## src/include/irq_ctrl_pkg.sv

```systemverilog
// Constants, register map and types for the interrupt and sleep controller.
// Assumes an AXI4-Lite master with 32-bit data; all registers are 8 bits.
package irq_ctrl_pkg;

    // Register indices; the byte address is four times the index
    localparam logic [7:0] CORE_CONTROL_INDEX = 8'h35;
    localparam logic [7:0] EXT_IRQ_MASK_INDEX = 8'h3b;
    localparam logic [7:0] TIMER_IRQ_MASK_INDEX = 8'h39;

    // Byte addresses of the registers on the bus
    localparam logic [7:0] CORE_CONTROL_ADDR = 8'(CORE_CONTROL_INDEX * 4);
    localparam logic [7:0] EXT_IRQ_MASK_ADDR = 8'(EXT_IRQ_MASK_INDEX * 4);
    localparam logic [7:0] TIMER_IRQ_MASK_ADDR = 8'(TIMER_IRQ_MASK_INDEX * 4);
    localparam logic [7:0] TIMER_IRQ_FLAGS_ADDR = 8'h0c;
    localparam logic [7:0] STATUS_WORD_ADDR = 8'h10;
    localparam logic [7:0] CORE_STATE_ADDR = 8'h14;

    // Field positions
    localparam int SENSE_LOW_BIT = 0;
    localparam int SENSE_HIGH_BIT = 1;
    localparam int SLEEP_DEPTH_BIT = 4;
    localparam int SLEEP_ARM_BIT = 5;
    localparam int EXT_ENABLE_BIT = 6;
    localparam int OVF_ENABLE_BIT = 1;
    localparam int OVF_FLAG_BIT = 1;
    localparam int GLOBAL_ENABLE_BIT = 7;

    // Writable bit masks; the rest read as zero
    localparam logic [7:0] CORE_CONTROL_MASK = 8'h33;
    localparam logic [7:0] EXT_IRQ_MASK_MASK = 8'h40;
    localparam logic [7:0] TIMER_MASK_MASK = 8'h02;
    localparam logic [7:0] REG_RESET = 8'h00;

    // Sense codes
    localparam logic [1:0] SENSE_LOW = 2'b00;
    localparam logic [1:0] SENSE_FALL = 2'b10;
    localparam logic [1:0] SENSE_RISE = 2'b11;

    // Vector program addresses
    localparam logic [8:0] EXT_VECTOR_ADDR = 9'h001;
    localparam logic [8:0] OVF_VECTOR_ADDR = 9'h002;

    // Entry and return each take four cycles
    localparam logic [1:0] SEQ_LAST = 2'd3;
    localparam int STACK_DEPTH = 3;

    localparam logic [1:0] RESP_OKAY = 2'b00;
    localparam logic [1:0] RESP_SLVERR = 2'b10;

    typedef enum logic [2:0]
    {
        ST_RUN = 3'b000,
        ST_ENTRY = 3'b001,
        ST_RETURN = 3'b010,
        ST_IDLE = 3'b011,
        ST_POWER_DOWN = 3'b100
    } core_state_t;

endpackage : irq_ctrl_pkg

```

## src/hdl/irq_sense_and_sleep_control.sv

```systemverilog
// Interrupt sensing, vectoring, return stack and sleep control.
// Assumes the core sequencer signals instruction boundaries, sleep and
// return instructions as one-cycle pulses, and the timer its overflow.
`timescale 1ns/1ns
module irq_sense_and_sleep_control
    import irq_ctrl_pkg::*;
#(
    parameter int PC_WIDTH = 9
)
(
    input wire logic MCLK_IN,
    input wire logic RESET_N_IN,
    // AXI4-Lite slave
    input wire logic [7:0] S_AXI_AWADDR_IN,
    input wire logic S_AXI_AWVALID_IN,
    output logic S_AXI_AWREADY_OUT,
    input wire logic [31:0] S_AXI_WDATA_IN,
    input wire logic [3:0] S_AXI_WSTRB_IN,
    input wire logic S_AXI_WVALID_IN,
    output logic S_AXI_WREADY_OUT,
    output logic [1:0] S_AXI_BRESP_OUT,
    output logic S_AXI_BVALID_OUT,
    input wire logic S_AXI_BREADY_IN,
    input wire logic [7:0] S_AXI_ARADDR_IN,
    input wire logic S_AXI_ARVALID_IN,
    output logic S_AXI_ARREADY_OUT,
    output logic [31:0] S_AXI_RDATA_OUT,
    output logic [1:0] S_AXI_RRESP_OUT,
    output logic S_AXI_RVALID_OUT,
    input wire logic S_AXI_RREADY_IN,
    // Core sequencer side
    input wire logic INSTR_BOUNDARY_IN,
    input wire logic SLEEP_INSTR_IN,
    input wire logic RETURN_FROM_IRQ_IN,
    input wire logic CALL_IN,
    input wire logic RET_IN,
    input wire logic SET_GLOBAL_IN,
    input wire logic CLEAR_GLOBAL_IN,
    input wire logic [PC_WIDTH-1:0] PC_IN,
    output logic [PC_WIDTH-1:0] VECTOR_ADDR_OUT,
    output logic VECTOR_FETCH_OUT,
    output logic [PC_WIDTH-1:0] RETURN_ADDR_OUT,
    output logic RETURN_LOAD_OUT,
    output logic CORE_STALL_OUT,
    output logic OSC_STOP_OUT,
    output logic GLOBAL_ENABLE_OUT,
    // Event side
    input wire logic EXTERNAL_REQUEST_LINE_IN,
    input wire logic TIMER_OVERFLOW_IN
);

    typedef struct packed
    {
        logic awready;
        logic wready;
        logic aw_seen;
        logic w_seen;
        logic [7:0] aw_addr;
        logic [7:0] w_data;
        logic w_lane;
        logic bvalid;
        logic [1:0] bresp;
        logic arready;
        logic rvalid;
        logic [31:0] rdata;
        logic [1:0] rresp;
        logic [7:0] core_control;
        logic ext_enable;
        logic ovf_enable;
        logic ovf_flag;
        logic global_enable;
        logic pin_sample;
        logic pin_prev;
        logic edge_flag;
        core_state_t state;
        logic [1:0] seq_cnt;
        logic serving_ext;
        logic hold_one;
        logic [PC_WIDTH-1:0] stack0;
        logic [PC_WIDTH-1:0] stack1;
        logic [PC_WIDTH-1:0] stack2;
        logic [1:0] depth;
        logic [PC_WIDTH-1:0] vector_addr;
        logic vector_fetch;
        logic [PC_WIDTH-1:0] return_addr;
        logic return_load;
        logic stall;
        logic osc_stop;
    } ctrl_t;

    ctrl_t cur_q;
    ctrl_t nxt_d;

    logic [1:0] sense;
    logic level_req;
    logic ext_req;
    logic ovf_req;
    logic any_req;
    logic ovf_set;
    logic wr_fire;
    logic [7:0] wa;
    logic [7:0] wd;
    logic [7:0] rd_byte;
    logic rd_hit;

    // Request qualification from current state
    always_comb
    begin
        sense = cur_q.core_control[SENSE_HIGH_BIT:SENSE_LOW_BIT];
        level_req = (sense == SENSE_LOW) && !cur_q.pin_sample;
        ext_req = cur_q.ext_enable && cur_q.global_enable
            && (level_req || (sense[1] && cur_q.edge_flag));
        ovf_req = cur_q.ovf_enable && cur_q.global_enable
            && cur_q.ovf_flag;
        any_req = ext_req || ovf_req;
        ovf_set = TIMER_OVERFLOW_IN && !cur_q.osc_stop;
    end

    // Register read mux; reserved bits are zero
    always_comb
    begin
        rd_hit = 1'b1;
        case (S_AXI_ARADDR_IN)
            CORE_CONTROL_ADDR:
                rd_byte = cur_q.core_control & CORE_CONTROL_MASK;
            EXT_IRQ_MASK_ADDR:
                rd_byte = {1'b0, cur_q.ext_enable, 6'h00};
            TIMER_IRQ_MASK_ADDR:
                rd_byte = {6'h00, cur_q.ovf_enable, 1'b0};
            TIMER_IRQ_FLAGS_ADDR:
                rd_byte = {6'h00, cur_q.ovf_flag, 1'b0};
            STATUS_WORD_ADDR:
                rd_byte = {cur_q.global_enable, 7'h00};
            CORE_STATE_ADDR:
                rd_byte = {3'h0, cur_q.state, cur_q.depth};
            default:
            begin
                rd_byte = 8'h00;
                rd_hit = 1'b0;
            end
        endcase
    end

    // Next-state logic for the whole block
    always_comb
    begin
        nxt_d = cur_q;
        nxt_d.vector_fetch = 1'b0;
        nxt_d.return_load = 1'b0;

        // Write channel: address and data in either order
        if (S_AXI_AWVALID_IN && cur_q.awready)
        begin
            nxt_d.aw_seen = 1'b1;
            nxt_d.aw_addr = S_AXI_AWADDR_IN;
            nxt_d.awready = 1'b0;
        end
        if (S_AXI_WVALID_IN && cur_q.wready)
        begin
            nxt_d.w_seen = 1'b1;
            nxt_d.w_data = S_AXI_WDATA_IN[7:0];
            nxt_d.w_lane = S_AXI_WSTRB_IN[0];
            nxt_d.wready = 1'b0;
        end
        wr_fire = cur_q.aw_seen && cur_q.w_seen && !cur_q.bvalid;
        wa = cur_q.aw_addr;
        wd = cur_q.w_data;
        if (wr_fire)
        begin
            nxt_d.aw_seen = 1'b0;
            nxt_d.w_seen = 1'b0;
            nxt_d.bvalid = 1'b1;
            nxt_d.bresp = RESP_OKAY;
            if (cur_q.w_lane)
            begin
                case (wa)
                    CORE_CONTROL_ADDR:
                        nxt_d.core_control = wd & CORE_CONTROL_MASK;
                    EXT_IRQ_MASK_ADDR:
                        nxt_d.ext_enable = wd[EXT_ENABLE_BIT];
                    TIMER_IRQ_MASK_ADDR:
                        nxt_d.ovf_enable = wd[OVF_ENABLE_BIT];
                    TIMER_IRQ_FLAGS_ADDR:
                        if (wd[OVF_FLAG_BIT])
                        begin
                            nxt_d.ovf_flag = 1'b0;
                        end
                    STATUS_WORD_ADDR:
                        nxt_d.global_enable = wd[GLOBAL_ENABLE_BIT];
                    CORE_STATE_ADDR:
                        nxt_d.bresp = RESP_OKAY;
                    default:
                        nxt_d.bresp = RESP_SLVERR;
                endcase
            end
        end
        if (cur_q.bvalid && S_AXI_BREADY_IN)
        begin
            nxt_d.bvalid = 1'b0;
            nxt_d.awready = 1'b1;
            nxt_d.wready = 1'b1;
        end

        // Read channel
        if (S_AXI_ARVALID_IN && cur_q.arready)
        begin
            nxt_d.arready = 1'b0;
            nxt_d.rvalid = 1'b1;
            nxt_d.rdata = {24'h000000, rd_byte};
            nxt_d.rresp = rd_hit ? RESP_OKAY : RESP_SLVERR;
        end
        if (cur_q.rvalid && S_AXI_RREADY_IN)
        begin
            nxt_d.rvalid = 1'b0;
            nxt_d.arready = 1'b1;
        end

        // Core status word updates
        if (SET_GLOBAL_IN)
        begin
            nxt_d.global_enable = 1'b1;
        end
        if (CLEAR_GLOBAL_IN)
        begin
            nxt_d.global_enable = 1'b0;
        end

        // Pin sampling and edge capture; output drive is ignored
        nxt_d.pin_sample = EXTERNAL_REQUEST_LINE_IN;
        nxt_d.pin_prev = cur_q.pin_sample;
        if (sense == SENSE_LOW || sense == 2'b01)
        begin
            nxt_d.edge_flag = 1'b0;
        end

        // Sequencer: run, entry, return and sleep states
        case (cur_q.state)
            ST_RUN:
            begin
                nxt_d.stall = 1'b0;
                if (INSTR_BOUNDARY_IN && any_req
                    && !cur_q.hold_one)
                begin
                    nxt_d.state = ST_ENTRY;
                    nxt_d.stall = 1'b1;
                    nxt_d.seq_cnt = 2'd0;
                    nxt_d.global_enable = 1'b0;
                    nxt_d.serving_ext = ext_req;
                    nxt_d.stack2 = cur_q.stack1;
                    nxt_d.stack1 = cur_q.stack0;
                    nxt_d.stack0 = PC_IN;
                    if (cur_q.depth != 2'(STACK_DEPTH))
                    begin
                        nxt_d.depth = cur_q.depth + 2'd1;
                    end
                end
                else if (RETURN_FROM_IRQ_IN)
                begin
                    nxt_d.state = ST_RETURN;
                    nxt_d.stall = 1'b1;
                    nxt_d.seq_cnt = 2'd0;
                end
                else if (SLEEP_INSTR_IN
                    && cur_q.core_control[SLEEP_ARM_BIT])
                begin
                    nxt_d.stall = 1'b1;
                    if (cur_q.core_control[SLEEP_DEPTH_BIT])
                    begin
                        nxt_d.state = ST_POWER_DOWN;
                        nxt_d.osc_stop = 1'b1;
                    end
                    else
                    begin
                        nxt_d.state = ST_IDLE;
                    end
                end
                else
                begin
                    if (CALL_IN)
                    begin
                        nxt_d.stack2 = cur_q.stack1;
                        nxt_d.stack1 = cur_q.stack0;
                        nxt_d.stack0 = PC_IN;
                        if (cur_q.depth != 2'(STACK_DEPTH))
                        begin
                            nxt_d.depth = cur_q.depth + 2'd1;
                        end
                    end
                    else if (RET_IN)
                    begin
                        nxt_d.return_addr = cur_q.stack0;
                        nxt_d.return_load = 1'b1;
                        nxt_d.stack0 = cur_q.stack1;
                        nxt_d.stack1 = cur_q.stack2;
                        if (cur_q.depth != 2'd0)
                        begin
                            nxt_d.depth = cur_q.depth - 2'd1;
                        end
                    end
                    if (INSTR_BOUNDARY_IN)
                    begin
                        nxt_d.hold_one = 1'b0;
                    end
                end
            end
            ST_ENTRY:
            begin
                nxt_d.seq_cnt = cur_q.seq_cnt + 2'd1;
                if (cur_q.seq_cnt == SEQ_LAST)
                begin
                    nxt_d.state = ST_RUN;
                    nxt_d.stall = 1'b0;
                    nxt_d.vector_fetch = 1'b1;
                    if (cur_q.serving_ext)
                    begin
                        nxt_d.vector_addr = EXT_VECTOR_ADDR;
                        nxt_d.edge_flag = 1'b0;
                    end
                    else
                    begin
                        nxt_d.vector_addr = OVF_VECTOR_ADDR;
                        nxt_d.ovf_flag = 1'b0;
                    end
                end
            end
            ST_RETURN:
            begin
                nxt_d.seq_cnt = cur_q.seq_cnt + 2'd1;
                if (cur_q.seq_cnt == SEQ_LAST)
                begin
                    nxt_d.state = ST_RUN;
                    nxt_d.stall = 1'b0;
                    nxt_d.global_enable = 1'b1;
                    nxt_d.hold_one = 1'b1;
                    nxt_d.return_addr = cur_q.stack0;
                    nxt_d.return_load = 1'b1;
                    nxt_d.stack0 = cur_q.stack1;
                    nxt_d.stack1 = cur_q.stack2;
                    if (cur_q.depth != 2'd0)
                    begin
                        nxt_d.depth = cur_q.depth - 2'd1;
                    end
                end
            end
            ST_IDLE:
            begin
                if (any_req)
                begin
                    nxt_d.state = ST_RUN;
                    nxt_d.stall = 1'b0;
                end
            end
            ST_POWER_DOWN:
            begin
                if (ext_req && level_req)
                begin
                    nxt_d.state = ST_RUN;
                    nxt_d.stall = 1'b0;
                    nxt_d.osc_stop = 1'b0;
                end
            end
            default:
                nxt_d.state = ST_RUN;
        endcase

        // Hardware set wins over every clear
        if (ovf_set)
        begin
            nxt_d.ovf_flag = 1'b1;
        end
        if ((sense == SENSE_FALL && cur_q.pin_prev
                && !cur_q.pin_sample)
            || (sense == SENSE_RISE && !cur_q.pin_prev
                && cur_q.pin_sample))
        begin
            nxt_d.edge_flag = 1'b1;
        end
    end

    // State register
    always_ff @(posedge MCLK_IN or negedge RESET_N_IN)
    begin
        if (!RESET_N_IN)
        begin
            cur_q <= '0;
            cur_q.awready <= 1'b1;
            cur_q.wready <= 1'b1;
            cur_q.arready <= 1'b1;
            cur_q.pin_sample <= 1'b1;
            cur_q.pin_prev <= 1'b1;
            cur_q.state <= ST_RUN;
        end
        else
        begin
            cur_q <= nxt_d;
        end
    end

    // Outputs straight from the state register
    assign S_AXI_AWREADY_OUT = cur_q.awready;
    assign S_AXI_WREADY_OUT = cur_q.wready;
    assign S_AXI_BRESP_OUT = cur_q.bresp;
    assign S_AXI_BVALID_OUT = cur_q.bvalid;
    assign S_AXI_ARREADY_OUT = cur_q.arready;
    assign S_AXI_RDATA_OUT = cur_q.rdata;
    assign S_AXI_RRESP_OUT = cur_q.rresp;
    assign S_AXI_RVALID_OUT = cur_q.rvalid;
    assign VECTOR_ADDR_OUT = cur_q.vector_addr;
    assign VECTOR_FETCH_OUT = cur_q.vector_fetch;
    assign RETURN_ADDR_OUT = cur_q.return_addr;
    assign RETURN_LOAD_OUT = cur_q.return_load;
    assign CORE_STALL_OUT = cur_q.stall;
    assign OSC_STOP_OUT = cur_q.osc_stop;
    assign GLOBAL_ENABLE_OUT = cur_q.global_enable;

endmodule : irq_sense_and_sleep_control

```

## config.mk

```make
export PLATFORM = sky130hd
export DESIGN_NAME = irq_sense_and_sleep_control
export DESIGN_NICKNAME = d
export VERILOG_FILES = /design/src/include/irq_ctrl_pkg.sv /design/src/hdl/irq_sense_and_sleep_control.sv
export SDC_FILE = /design/constraint.sdc
export NUM_CORES = 1
export LEC_CHECK = 0
export CELL_PAD_IN_SITES_DETAIL_PLACEMENT = 0
export CELL_PAD_IN_SITES_GLOBAL_PLACEMENT = 2
export CORE_UTILIZATION = 38
export CTS_CLUSTER_SIZE = 28
export DETAILED_ROUTE_END_ITERATION = 8
export DONT_BUFFER_PORTS = 1
export PLACE_DENSITY = 0.75
export SYNTH_ARGS = -nofsm -noshare
export SYNTH_HDL_FRONTEND = slang
export SYNTH_SLANG_ARGS = --single-unit
```

## constraint.sdc

```tcl
create_clock -name MCLK_IN -period 1.8 [get_ports MCLK_IN]
set_input_delay 0.27 -clock MCLK_IN [delete_from_list [all_inputs] [get_ports MCLK_IN]]
set_output_delay 0.27 -clock MCLK_IN [all_outputs]
set_load 0.02 [all_outputs]
```

Word-level counts from Yosys, hierarchy flattened
Index checks and enable logic that the tools add are counted.
{"block": "word_totals", "output_inout_bits": 64, "in_bits": 77, "ff_bits": 98, "wordCells": 220}
{"block": "op_classes", "n_addsub": 3, "reduce_logical": 61, "n_eq_ne": 40, "n_mux": 81}
{"cell": "$mux W30", "count": 2}
{"cell": "$mux W10", "count": 5}
{"cell": "$eq A8 B8 Y1 const B", "count": 6}
{"cell": "$pmux W8 S6", "count": 1}
{"cell": "$pmux W19 S2", "count": 1}
{"cell": "$mux W18", "count": 2}
{"cell": "$mux W36", "count": 1}
{"cell": "$mux W2", "count": 17}
{"cell": "$eq A8 B5 Y1 const B", "count": 4}
{"cell": "$mux W1", "count": 32}
{"cell": "$mux W29", "count": 1}
{"cell": "$ne A2 B2 Y1 const B", "count": 14}
{"cell": "$logic_and A1 B1 Y1", "count": 22}
{"cell": "$reduce_bool A2 Y1", "count": 11}
{"cell": "$mux W3", "count": 7}
{"cell": "$pmux W10 S2", "count": 1}
{"cell": "$mux W19", "count": 1}
{"cell": "$eq A8 B4 Y1 const B", "count": 2}
{"cell": "$pmux W3 S5", "count": 1}
{"cell": "$reduce_and A5 Y1", "count": 3}
{"cell": "$reduce_and A6 Y1", "count": 2}
{"cell": "$reduce_or A6 Y1", "count": 2}
{"cell": "$mux W11", "count": 1}
{"cell": "$mux W9", "count": 1}
{"cell": "25 further kinds", "count": 45}

Logic depth before layout (Yosys ltp)
Gate-level depths: netlist (run 1).
{"block": "depth", "word_depth": 9, "depth_mapped": 9, "depth_no_buf": 7}

Least setup slack after synthesis (run 1)
Ideal clock, no wire load.
{"block": "synth_timing", "kind": "register -> register", "start": "register cur_q (netlist bit S_AXI_BVALID_OUT)", "end": "register cur_q[65] (netlist name)", "required_time_ns": 1.675, "setup_slack_ns": 0.077, "path_stages_with_launch": 6, "n_path_buf": 1, "arrival_ns": 1.598, "setup_ns": 0.125, "period_less_slack_ns": 1.723, "path_cell_list": "dfrtp_1 -> and3b_2 -> nand4_1 -> or2_2 -> clkbuf_1 -> mux2_2"}
{"block": "synth_via", "elab_chain_len": 3}
{"element": "start, declared", "line_no": "irq_sense_and_sleep_control.sv:91", "rtl": "ctrl_t cur_q;"}
{"element": "start signal, assigned", "line_no": "irq_sense_and_sleep_control.sv:395", "rtl": "cur_q <= nxt_d;"}
{"element": "$logic_not A1 Y1", "line_no": "irq_sense_and_sleep_control.sv:165", "rtl": "wr_fire = cur_q.aw_seen && cur_q.w_seen && !cur_q.bvalid;"}
{"element": "$logic_and A1 B1 Y1", "line_no": "irq_sense_and_sleep_control.sv:165"}
{"element": "$reduce_and A3 Y1 (no line)"}
Every way passes these cells.
A chain may end at the register's enable or synchronous reset.

Final worst setup path (run 1)
{"block": "layout_timing", "start": "register cur_q[66] (netlist name)", "end": "register cur_q[27] (netlist name)"}
{"block": "layout_via", "elab_chain_len": 9, "elab_cells_between_ends": 13, "cone_classes": "eq/ne: 2; mux: 1; reduce/logical: 10"}
{"element": "$logic_not A2 Y1", "line_no": "irq_sense_and_sleep_control.sv:110", "rtl": "level_req = (sense == SENSE_LOW) && !cur_q.pin_sample;"}
{"element": "$logic_and A1 B1 Y1", "line_no": "irq_sense_and_sleep_control.sv:110"}
{"element": "$logic_or A1 B1 Y1 *", "line_no": "irq_sense_and_sleep_control.sv:112", "rtl": "&& (level_req || (sense[1] && cur_q.edge_flag));"}
{"element": "$logic_and A1 B1 Y1 *", "line_no": "irq_sense_and_sleep_control.sv:112"}
{"element": "$logic_or A1 B1 Y1 *", "line_no": "irq_sense_and_sleep_control.sv:115", "rtl": "any_req = ext_req || ovf_req;"}
{"element": "$logic_and A1 B1 Y1 *", "line_no": "irq_sense_and_sleep_control.sv:241", "rtl": "if (INSTR_BOUNDARY_IN && any_req"}
{"element": "$logic_and A1 B1 Y1 *", "line_no": "irq_sense_and_sleep_control.sv:242", "rtl": "&& !cur_q.hold_one)"}
{"element": "$ne A2 B2 Y1 (no line), or another cell as far along"}
{"element": "$reduce_and A4 Y1 (no line)"}
Mark *: on every way between the ends. The rest lies on a longest branch, timed or not.

==> impl_results.md, run 1 <==
* Final Setup Violations at 0
* CTS H-tree lvls at 3
* Initial antenna violation count at 1
* Max Cap Violations at 0
* WHS at -0.379 ns
* Global-route wire length before repair at 16200 um
* Setup CP Type: reg2reg
* Minimum clock period at 1.76 ns
* Failing checks: hold timing
* Clock root buffer: clkbuf_16
* Ports at 141
* DRC Markers at 0
* Met3 Wirelength at 769 um
* Gr ovfl total at 0
* Synth Warn # at 0
* XOR/XNOR Fraction of Synth Area at 0.369%
* Hold Path Class: in2async
* DRT Wirelength at 10200 um
* Register area share after synthesis at 49.7%
* Iteration-0 DRC Markers at 215
* Die Area at 12900 sq um
* Lkg Pwr at 2.34 nW
* Mux cell area share after synthesis at 7.31%
* Max Clock Skew at 0.00568 ns
* Vias per cell at 5.00
* Max clock buf depth at 2
* Largest family of logic cells by synthesized area: simple AND/OR/NAND/NOR gates
* Pin count of the biggest net entering global routing at 95
* Met1 wire length at 4990 um
* Area Growth Syn to Fin at 10.8%
* FMAX at 0.569 GHz
* Compound-Gate Fraction of Synth Area at 14.2%
* Post-synthesis async set-or-reset flop share at 100%
* CP Capture Type: flop
* IO Port Bufs at 0
* Post-Synth Simple-Gate Area at 15.8%
* Mapped Area at 4740 sq um
* DP Area at 4800 sq um
* WL/cell at 15.5 um
* Synth Flop Type: dfrtp_1
* Via count at 3303
* Initial Util at 39.2%
* Power, Total at 8.17 mW
* Die span in x at 114 um
* Unique masters post-synth at 56
* Pwr per Cell Area at 1550 nW/um^2
* Post-synth EDFFs at 0
* Vias in the first global route at 3097
* WP data arrival at 1.98 ns
* Pre-CTS WS at 0.0543 ns
* WL met2 at 4250 um
* Final hold vios at 94
* CTS tree: built
* Layout cell share with drive strength beyond 1 at 20.3%
* VDD IR max at 0.624 mV
* Yosys reg bits at 94
* Worst Path Max Fanout at 11
* Final HPWL DP at 7090 um
* Final ANT Viol Nets at 0
* Final period utilization at 97.6%
* RSZ-0062 raised after global routing: yes
* Placer Congestion at 0.806
* Area share of fa/ha/maj cells after synthesis at 0.264%
* Ant. Diodes at 0
* Slew Limit Fails at 0
* WP data required at 2.03 ns
* Cell Rows at 40
* Pre-antenna DRT Iters at 5
* Mean Syn Cell Area at 9.90 sq um
* Final setup TNS at 0 ns
* Final Cell Area at 5260 sq um
* Nets at 565
* DIE HEIGHT at 114 um
* Outcome: complete, but fails checks
* GRT Total Usage at 16.3%
* Placeable Area at 12100 sq um
* Sink Count at 94
* Crit start category: flop
* Top routing layer in use: met5
* CTS Buf Count at 9
* Clock Latency Late Sink at 0.34 ns
* Worst Slack Setup Final at 0.0432 ns
* Post-Syn Instances at 479
* Clk slew on worst S/H paths at 0.07 ns
* # hold bufs at CTS at 4
==> synthesized netlist by cell type, drive strengths merged, types with 2 or more instances <==
library cell	instances	area share, %
or2	2	0.26
a22oi	5	0.79
dfrtp	89	47
buf	66	11
dfstp	5	2.8
o41ai	2	0.37
nor4b	3	0.87
a32o	5	1.1
and3b	2	0.40
a221oi	2	0.37
nand2b	4	0.53
o32ai	2	0.37
o31ai	2	0.32
nor2b	2	0.26
a31oi	22	3.2
inv	14	1.1
nor3	7	0.74
o21ai	33	4.0
nand4	2	0.26
mux2i	2	0.42
o21a	2	0.47
nor2	36	2.9
mux2	29	6.9
nand4b	3	0.55
nand2	93	7.4
nand3	9	0.95
and2	2	0.26
a21o	2	0.32
o22ai	2	0.26
a21oi	12	1.3
xnor2	2	0.37
clkbuf	4	0.32
==> critical path, stage by stage (launching register included) <==
cell and delay [ns]:
dfrtp_2 0.44, nor4b_4 0.40, o21ai_4 0.13, a21oi_2 0.19, buf_12 0.17, mux2_4 0.30
==> sequential cells by signal (all words and copies together), names as in the netlist <==
register           cells
S_AXI_RVALID_OUT       1
wd                     6
cur_q                 49
S_AXI_WREADY_OUT       1
S_AXI_BVALID_OUT       1
GLOBAL_ENABLE_OUT      1
S_AXI_RRESP_OUT        1
VECTOR_FETCH_OUT       1
S_AXI_ARREADY_OUT      1
wa                     8
RETURN_LOAD_OUT        1
OSC_STOP_OUT           1
S_AXI_AWREADY_OUT      1
S_AXI_RDATA_OUT        8
S_AXI_BRESP_OUT        1
CORE_STALL_OUT         1
RETURN_ADDR_OUT        9
VECTOR_ADDR_OUT        2
==> stage by stage <==
step | util [%] | hold WS, ns | std cells
4_1_cts | 42.4 | -0.400 | 656
3_3_place_gp | 39.6 | -0.0231 | 636
2_1_floorplan | - | -0.0256 | 511
6_report | 43.4 | -0.379 | 660
5_1_grt | 43.4 | -0.396 | 660
3_5_place_dp | 39.6 | -0.0237 | 636
==> final cells by class <==
cell class | count | area, sq um
Tap cell | 168 | 210
Inverter | 14 | 52.6
Fill cell | 1187 | 6860
Timing Repair Buffer | 35 | 330
Sequential cell | 94 | 2360
Clock inverter | 6 | 70.1
Clock buffer | 10 | 229
Multi-Input combinational cell | 333 | 2000
==> cell families (layout without fill, tap and decap cells) <==
group / after synthesis / count (layout)
simple gates: 168 / 168
compound gates: 98 / 98
flops: 94 / 94
buf+inv: 84 / 65
mux: 31 / 31
xor+xnor: 2 / 2
fa+ha+maj: 1 / 1
other cells: 1 / 33
==> power by group <==
group	switching (mW)	internal, mW
Combinational	1.25	1.22
Sequential	0.866	2.91
Clock	0.837	1.09
==> per-layer routing <==
metal,vias up,track usage [%]
li1,1593,-
met1,1587,23.3
met2,105,22.2
met3,16,5.15
met4,2,7.81
met5,-,0
==> layout by cell type, fill, tap and decap left out, drive strengths merged, types with 3 or more instances in the layout <==
cell type	synthesis	routed
dlygate4sd3	0	4
nor3	7	7
clkbuf	4	10
nor4b	3	3
a31oi	22	22
mux2	29	29
a22oi	5	5
nand4b	3	3
dfrtp	89	89
conb	1	33
buf	66	31
nor2	36	36
nand2b	4	4
a21oi	12	12
dfstp	5	5
a32o	5	5
nand3	9	9
nand2	93	93
o21ai	33	33
inv	14	16
clkinvlp	0	3
==> worst paths after layout <==
kind                                                  end  depth (start not counted)  slack, ns                  start
min                        S_AXI_RDATA_OUT[2]$_DFFE_PN0P_                          0      -0.38             RESET_N_IN
max reg2reg                         cur_q[27]$_DFFE_PN0P_                          5       0.04  cur_q[66]$_DFFE_PN0P_
max                                 cur_q[27]$_DFFE_PN0P_                          5       0.04  cur_q[66]$_DFFE_PN0P_
max in group asynchronous             cur_q[60]$_DFF_PN1_                          0       1.95             RESET_N_IN
min in group MCLK_IN         S_AXI_RVALID_OUT$_DFFE_PN0P_                          1       0.02        S_AXI_RREADY_IN
min reg2reg                           cur_q[59]$_DFF_PN1_                          0       0.42    cur_q[60]$_DFF_PN1_
==> what timing repair did <==
item | 4_1_cts | 5_1_grt
setup buffers | 0 | 4
resized for setup | 0 | 22
hold endpoints to repair | 98 | 94
setup endpoints to repair | 0 | 32
Power figures use the tool's default switching activity.
==> run 2, diff against run 1 <==
- SETUP_SLACK_MARGIN: unset -> 0.5
==> run 2 against run 1 <==
Compared with the run above:
- the flow still finishes with violations (hold timing)
- power increased by 15%
- clock power increased by 9.9%
- critical endpoint is now cur_q[38]$_DFFE_PN0P_
- sequential power increased by 2%
- cell area increased by 14%
- register-to-register slack about the same
- fmax increased by 0.63%
- global-route usage increased by 0.43 points
- non-clock buffer count increased by 27
- highest routed layer is now met4
==> impl_results.md, run 2 (synthesized netlist as in run 1, its figures left out) <==
* Final ANT Viol Nets at 0 (unchanged)
* Worst path max stage delay at 0.44 ns (about the same)
* Failing checks: hold timing
* Final HPWL DP at 7160 um (+0.99%)
* Met2 usage at 25.7% (+3.5 points)
* Pwr per Cell Area at 1570 nW/um^2 (+1.2%)
* Reg power frac at 41.2% (-5.1 points)
* Final Non-Filler Cells at 687 (+4.1%)
* Met1 Resource Use GR at 21.9% (-1.4 points)
* Final Setup Violations at 0 (unchanged)
* Final hold vios at 94 (unchanged)
* Crit start category: flop
* Part of the power in combinational logic at 36.4% (+6.2 points)
* Max reg flops at 49 (unchanged)
* DIE HEIGHT at 114 um (unchanged)
* Worst reg-to-reg setup slack at 0.05 ns (about the same)
* Clock root buffer: clkbuf_16
* Max clock buf depth at 2 (unchanged)
* Outcome: complete, but fails checks
* Die span in x at 114 um (unchanged)
* Placeable Area at 12100 sq um (unchanged)
* Via count at 3467 (+5.0%)
* WHS at -0.387 ns (-0.00733 ns)
* Ant. Diodes at 0 (unchanged)
* Clk slew on worst S/H paths at 0.07 ns (about the same)
* RSZ-0062 raised after global routing: yes
* Top cell by count, worst path: buf_12
* CP Capture Type: flop
* Area Growth Syn to Fin at 26.0%
* Minimum clock period at 1.75 ns (-0.0111 ns)
* Psw at 3.37 mW (+14%)
* Final Cell Area at 5970 sq um (+14%)
* Hold Path Class: in2async
* GR Util met3 at 5.10% (-0.053 points)
* Reg with most FFs: cur_q
* Most frequent cells in the layout: dfrtp_1 (80), nand2_1 (71), conb_1 (33)
* Layout cell share with drive strength beyond 1 at 37.4% (+17 points)
* Max Clock Skew at 0.00672 ns (+0.00105 ns)
* DRT Wirelength at 11300 um (+10%)
* # hold bufs at CTS at 4 (unchanged)
* Pin count of the biggest net entering global routing at 95 (unchanged)
* CTS tree: built
* DRC Markers at 0 (unchanged)
* Die Area at 12900 sq um (unchanged)
* Max Cap Violations at 0 (unchanged)
* Worst Path Max Fanout at 6 (-5)
* WP data arrival at 1.96 ns (-0.02 ns)
* Global-route wire length before repair at 16600 um (+2.8%)
* Ports at 141 (unchanged)
* Int Power at 6.03 mW (+16%)
* Layout Utilization at 49.3% (+5.9 points)
* Final setup TNS at 0 ns (unchanged)
* Gr ovfl total at 0 (unchanged)
* Clock Latency Late Sink at 0.35 ns (about the same)
* Iteration-0 DRC Markers at 126 (-41%)
* Final period utilization at 97.0% (-0.61 points)
* FMAX at 0.573 GHz (+0.63%)
* Clock share of power at 22.5% (-1.1 points)
* Pre-antenna DRT Iters at 6 (+1)
* Most used routing layer: met2
* Slew Limit Fails at 0 (unchanged)
* Vias per cell at 5.05 (+0.84%)
* Cell Chain, Critical Path: a32o_2, o21ai_4, a31oi_4, buf_12, buf_12, nor2_2, a31oi_2
* DP Area at 4830 sq um (+0.65%)
* Nets at 592 (+4.8%)
* Pre-CTS WS at 0.0497 ns (-0.00457 ns)
* IO Port Bufs at 0 (unchanged)
* Cell Rows at 40 (unchanged)
* CP max-delay cell: dfrtp_2
* Sink Count at 94 (unchanged)
* WL/cell at 16.4 um (+5.8%)
* Placer Congestion at 0.827 (+2.6%)
* Power, Total at 9.40 mW (+15%)
* GRT Total Usage at 16.8% (+0.43 points)
* Switching power share of the total at 35.8% (-0.31 points)
* Placed Cells at 633 (-0.47%)
* Lkg Pwr at 2.64 nW (+13%)
* CTS H-tree lvls at 3 (unchanged)
* WP data required at 2.02 ns (about the same)
* Worst Slack Setup Final at 0.0543 ns (+0.0111 ns)
* CTS Buf Count at 9 (unchanged)
* Initial antenna violation count at 0 (-1)
* Initial Util at 39.2% (unchanged)
* VDD IR max at 0.839 mV (+35%)
* Setup CP Type: reg2reg
* Most common cell after layout, fill and taps aside: dfrtp_1
* Vias in the first global route at 3246 (+4.8%)
-- run 2: cell types whose count changed in the layout (fill, tap and decap cells not counted), sizes merged --
| cell | previous run | this run |
|---|---|---|
| buf | 31 | 52 |
| bufinv | 1 | 2 |
| clkbuf | 10 | 17 |
| clkinv | 0 | 2 |
| clkinvlp | 3 | 1 |
| inv | 16 | 14 |
-- run 2: worst paths after layout --
| kind | startpoint | endpoint | cells past startpoint |
|---|---|---|---|
| min in group MCLK_IN | S_AXI_RREADY_IN | S_AXI_RVALID_OUT$_DFFE_PN0P_ | 1 |
| max in group asynchronous | RESET_N_IN | S_AXI_WREADY_OUT$_DFFE_PN1P_ | 0 |
| worst max register to register | cur_q[66]$_DFFE_PN0P_ | cur_q[38]$_DFFE_PN0P_ | 7 |
| worst min-delay path | RESET_N_IN | S_AXI_RDATA_OUT[7]$_DFFE_PN0P_ | 0 |
| worst min register to register | wd[0]$_DFFE_PN0P_ | cur_q[65]$_DFFE_PN0P_ | 1 |
| worst max-delay path | cur_q[66]$_DFFE_PN0P_ | cur_q[38]$_DFFE_PN0P_ | 7 |
-- run 2: cell type report --
cell class / count / area [sq um]
multi-input combinational: 333 / 2290
inverter: 14 / 55.1
timing repair buffer: 62 / 712
tap: 168 / 210
clock buffer: 11 / 253
clock inverter: 5 / 81.3
fill: 1131 / 6140
sequential: 94 / 2370
-- run 2: worst max-delay path: cells and delay by family (launching register included) --
family	cells	cell delay, ns
DFF	1	0.44
AOI/OAI and AO/OA	4	0.78
buffers and inverters	2	0.29
and+or+nand+nor	1	0.10
-- run 2: layer usage --
metal / wire [um] / vias up / part of all wire (%)
li1: - / 1644 / -
met1: 5150 / 1713 / 46
met2: 5260 / 100 / 47
met3: 710 / 10 / 6.3
met4: 141 / 0 / 1.3
met5: 0 / - / 0
-- run 2: what timing repair did --
item | in CTS | in global routing
hold endpoints to repair | 98 | 94
buffers inserted | 18 | 7
gates cloned | 0 | 9
endpoints found under the setup margin | 73 | 69
pin swaps | 10 | 27
gates resized for setup | 33 | 78
-- run 2: power by group through the flow --
stage,registers [mW],clock network [mW],logic (mW)
final,3.87,2.11,3.42
after global routing,3.98,2.24,3.75
after CTS,3.78,2.16,2.59
after detailed placement,3.78,0,2.39
after global placement,3.75,0,2.30
after floorplan,3.45,0,2.29
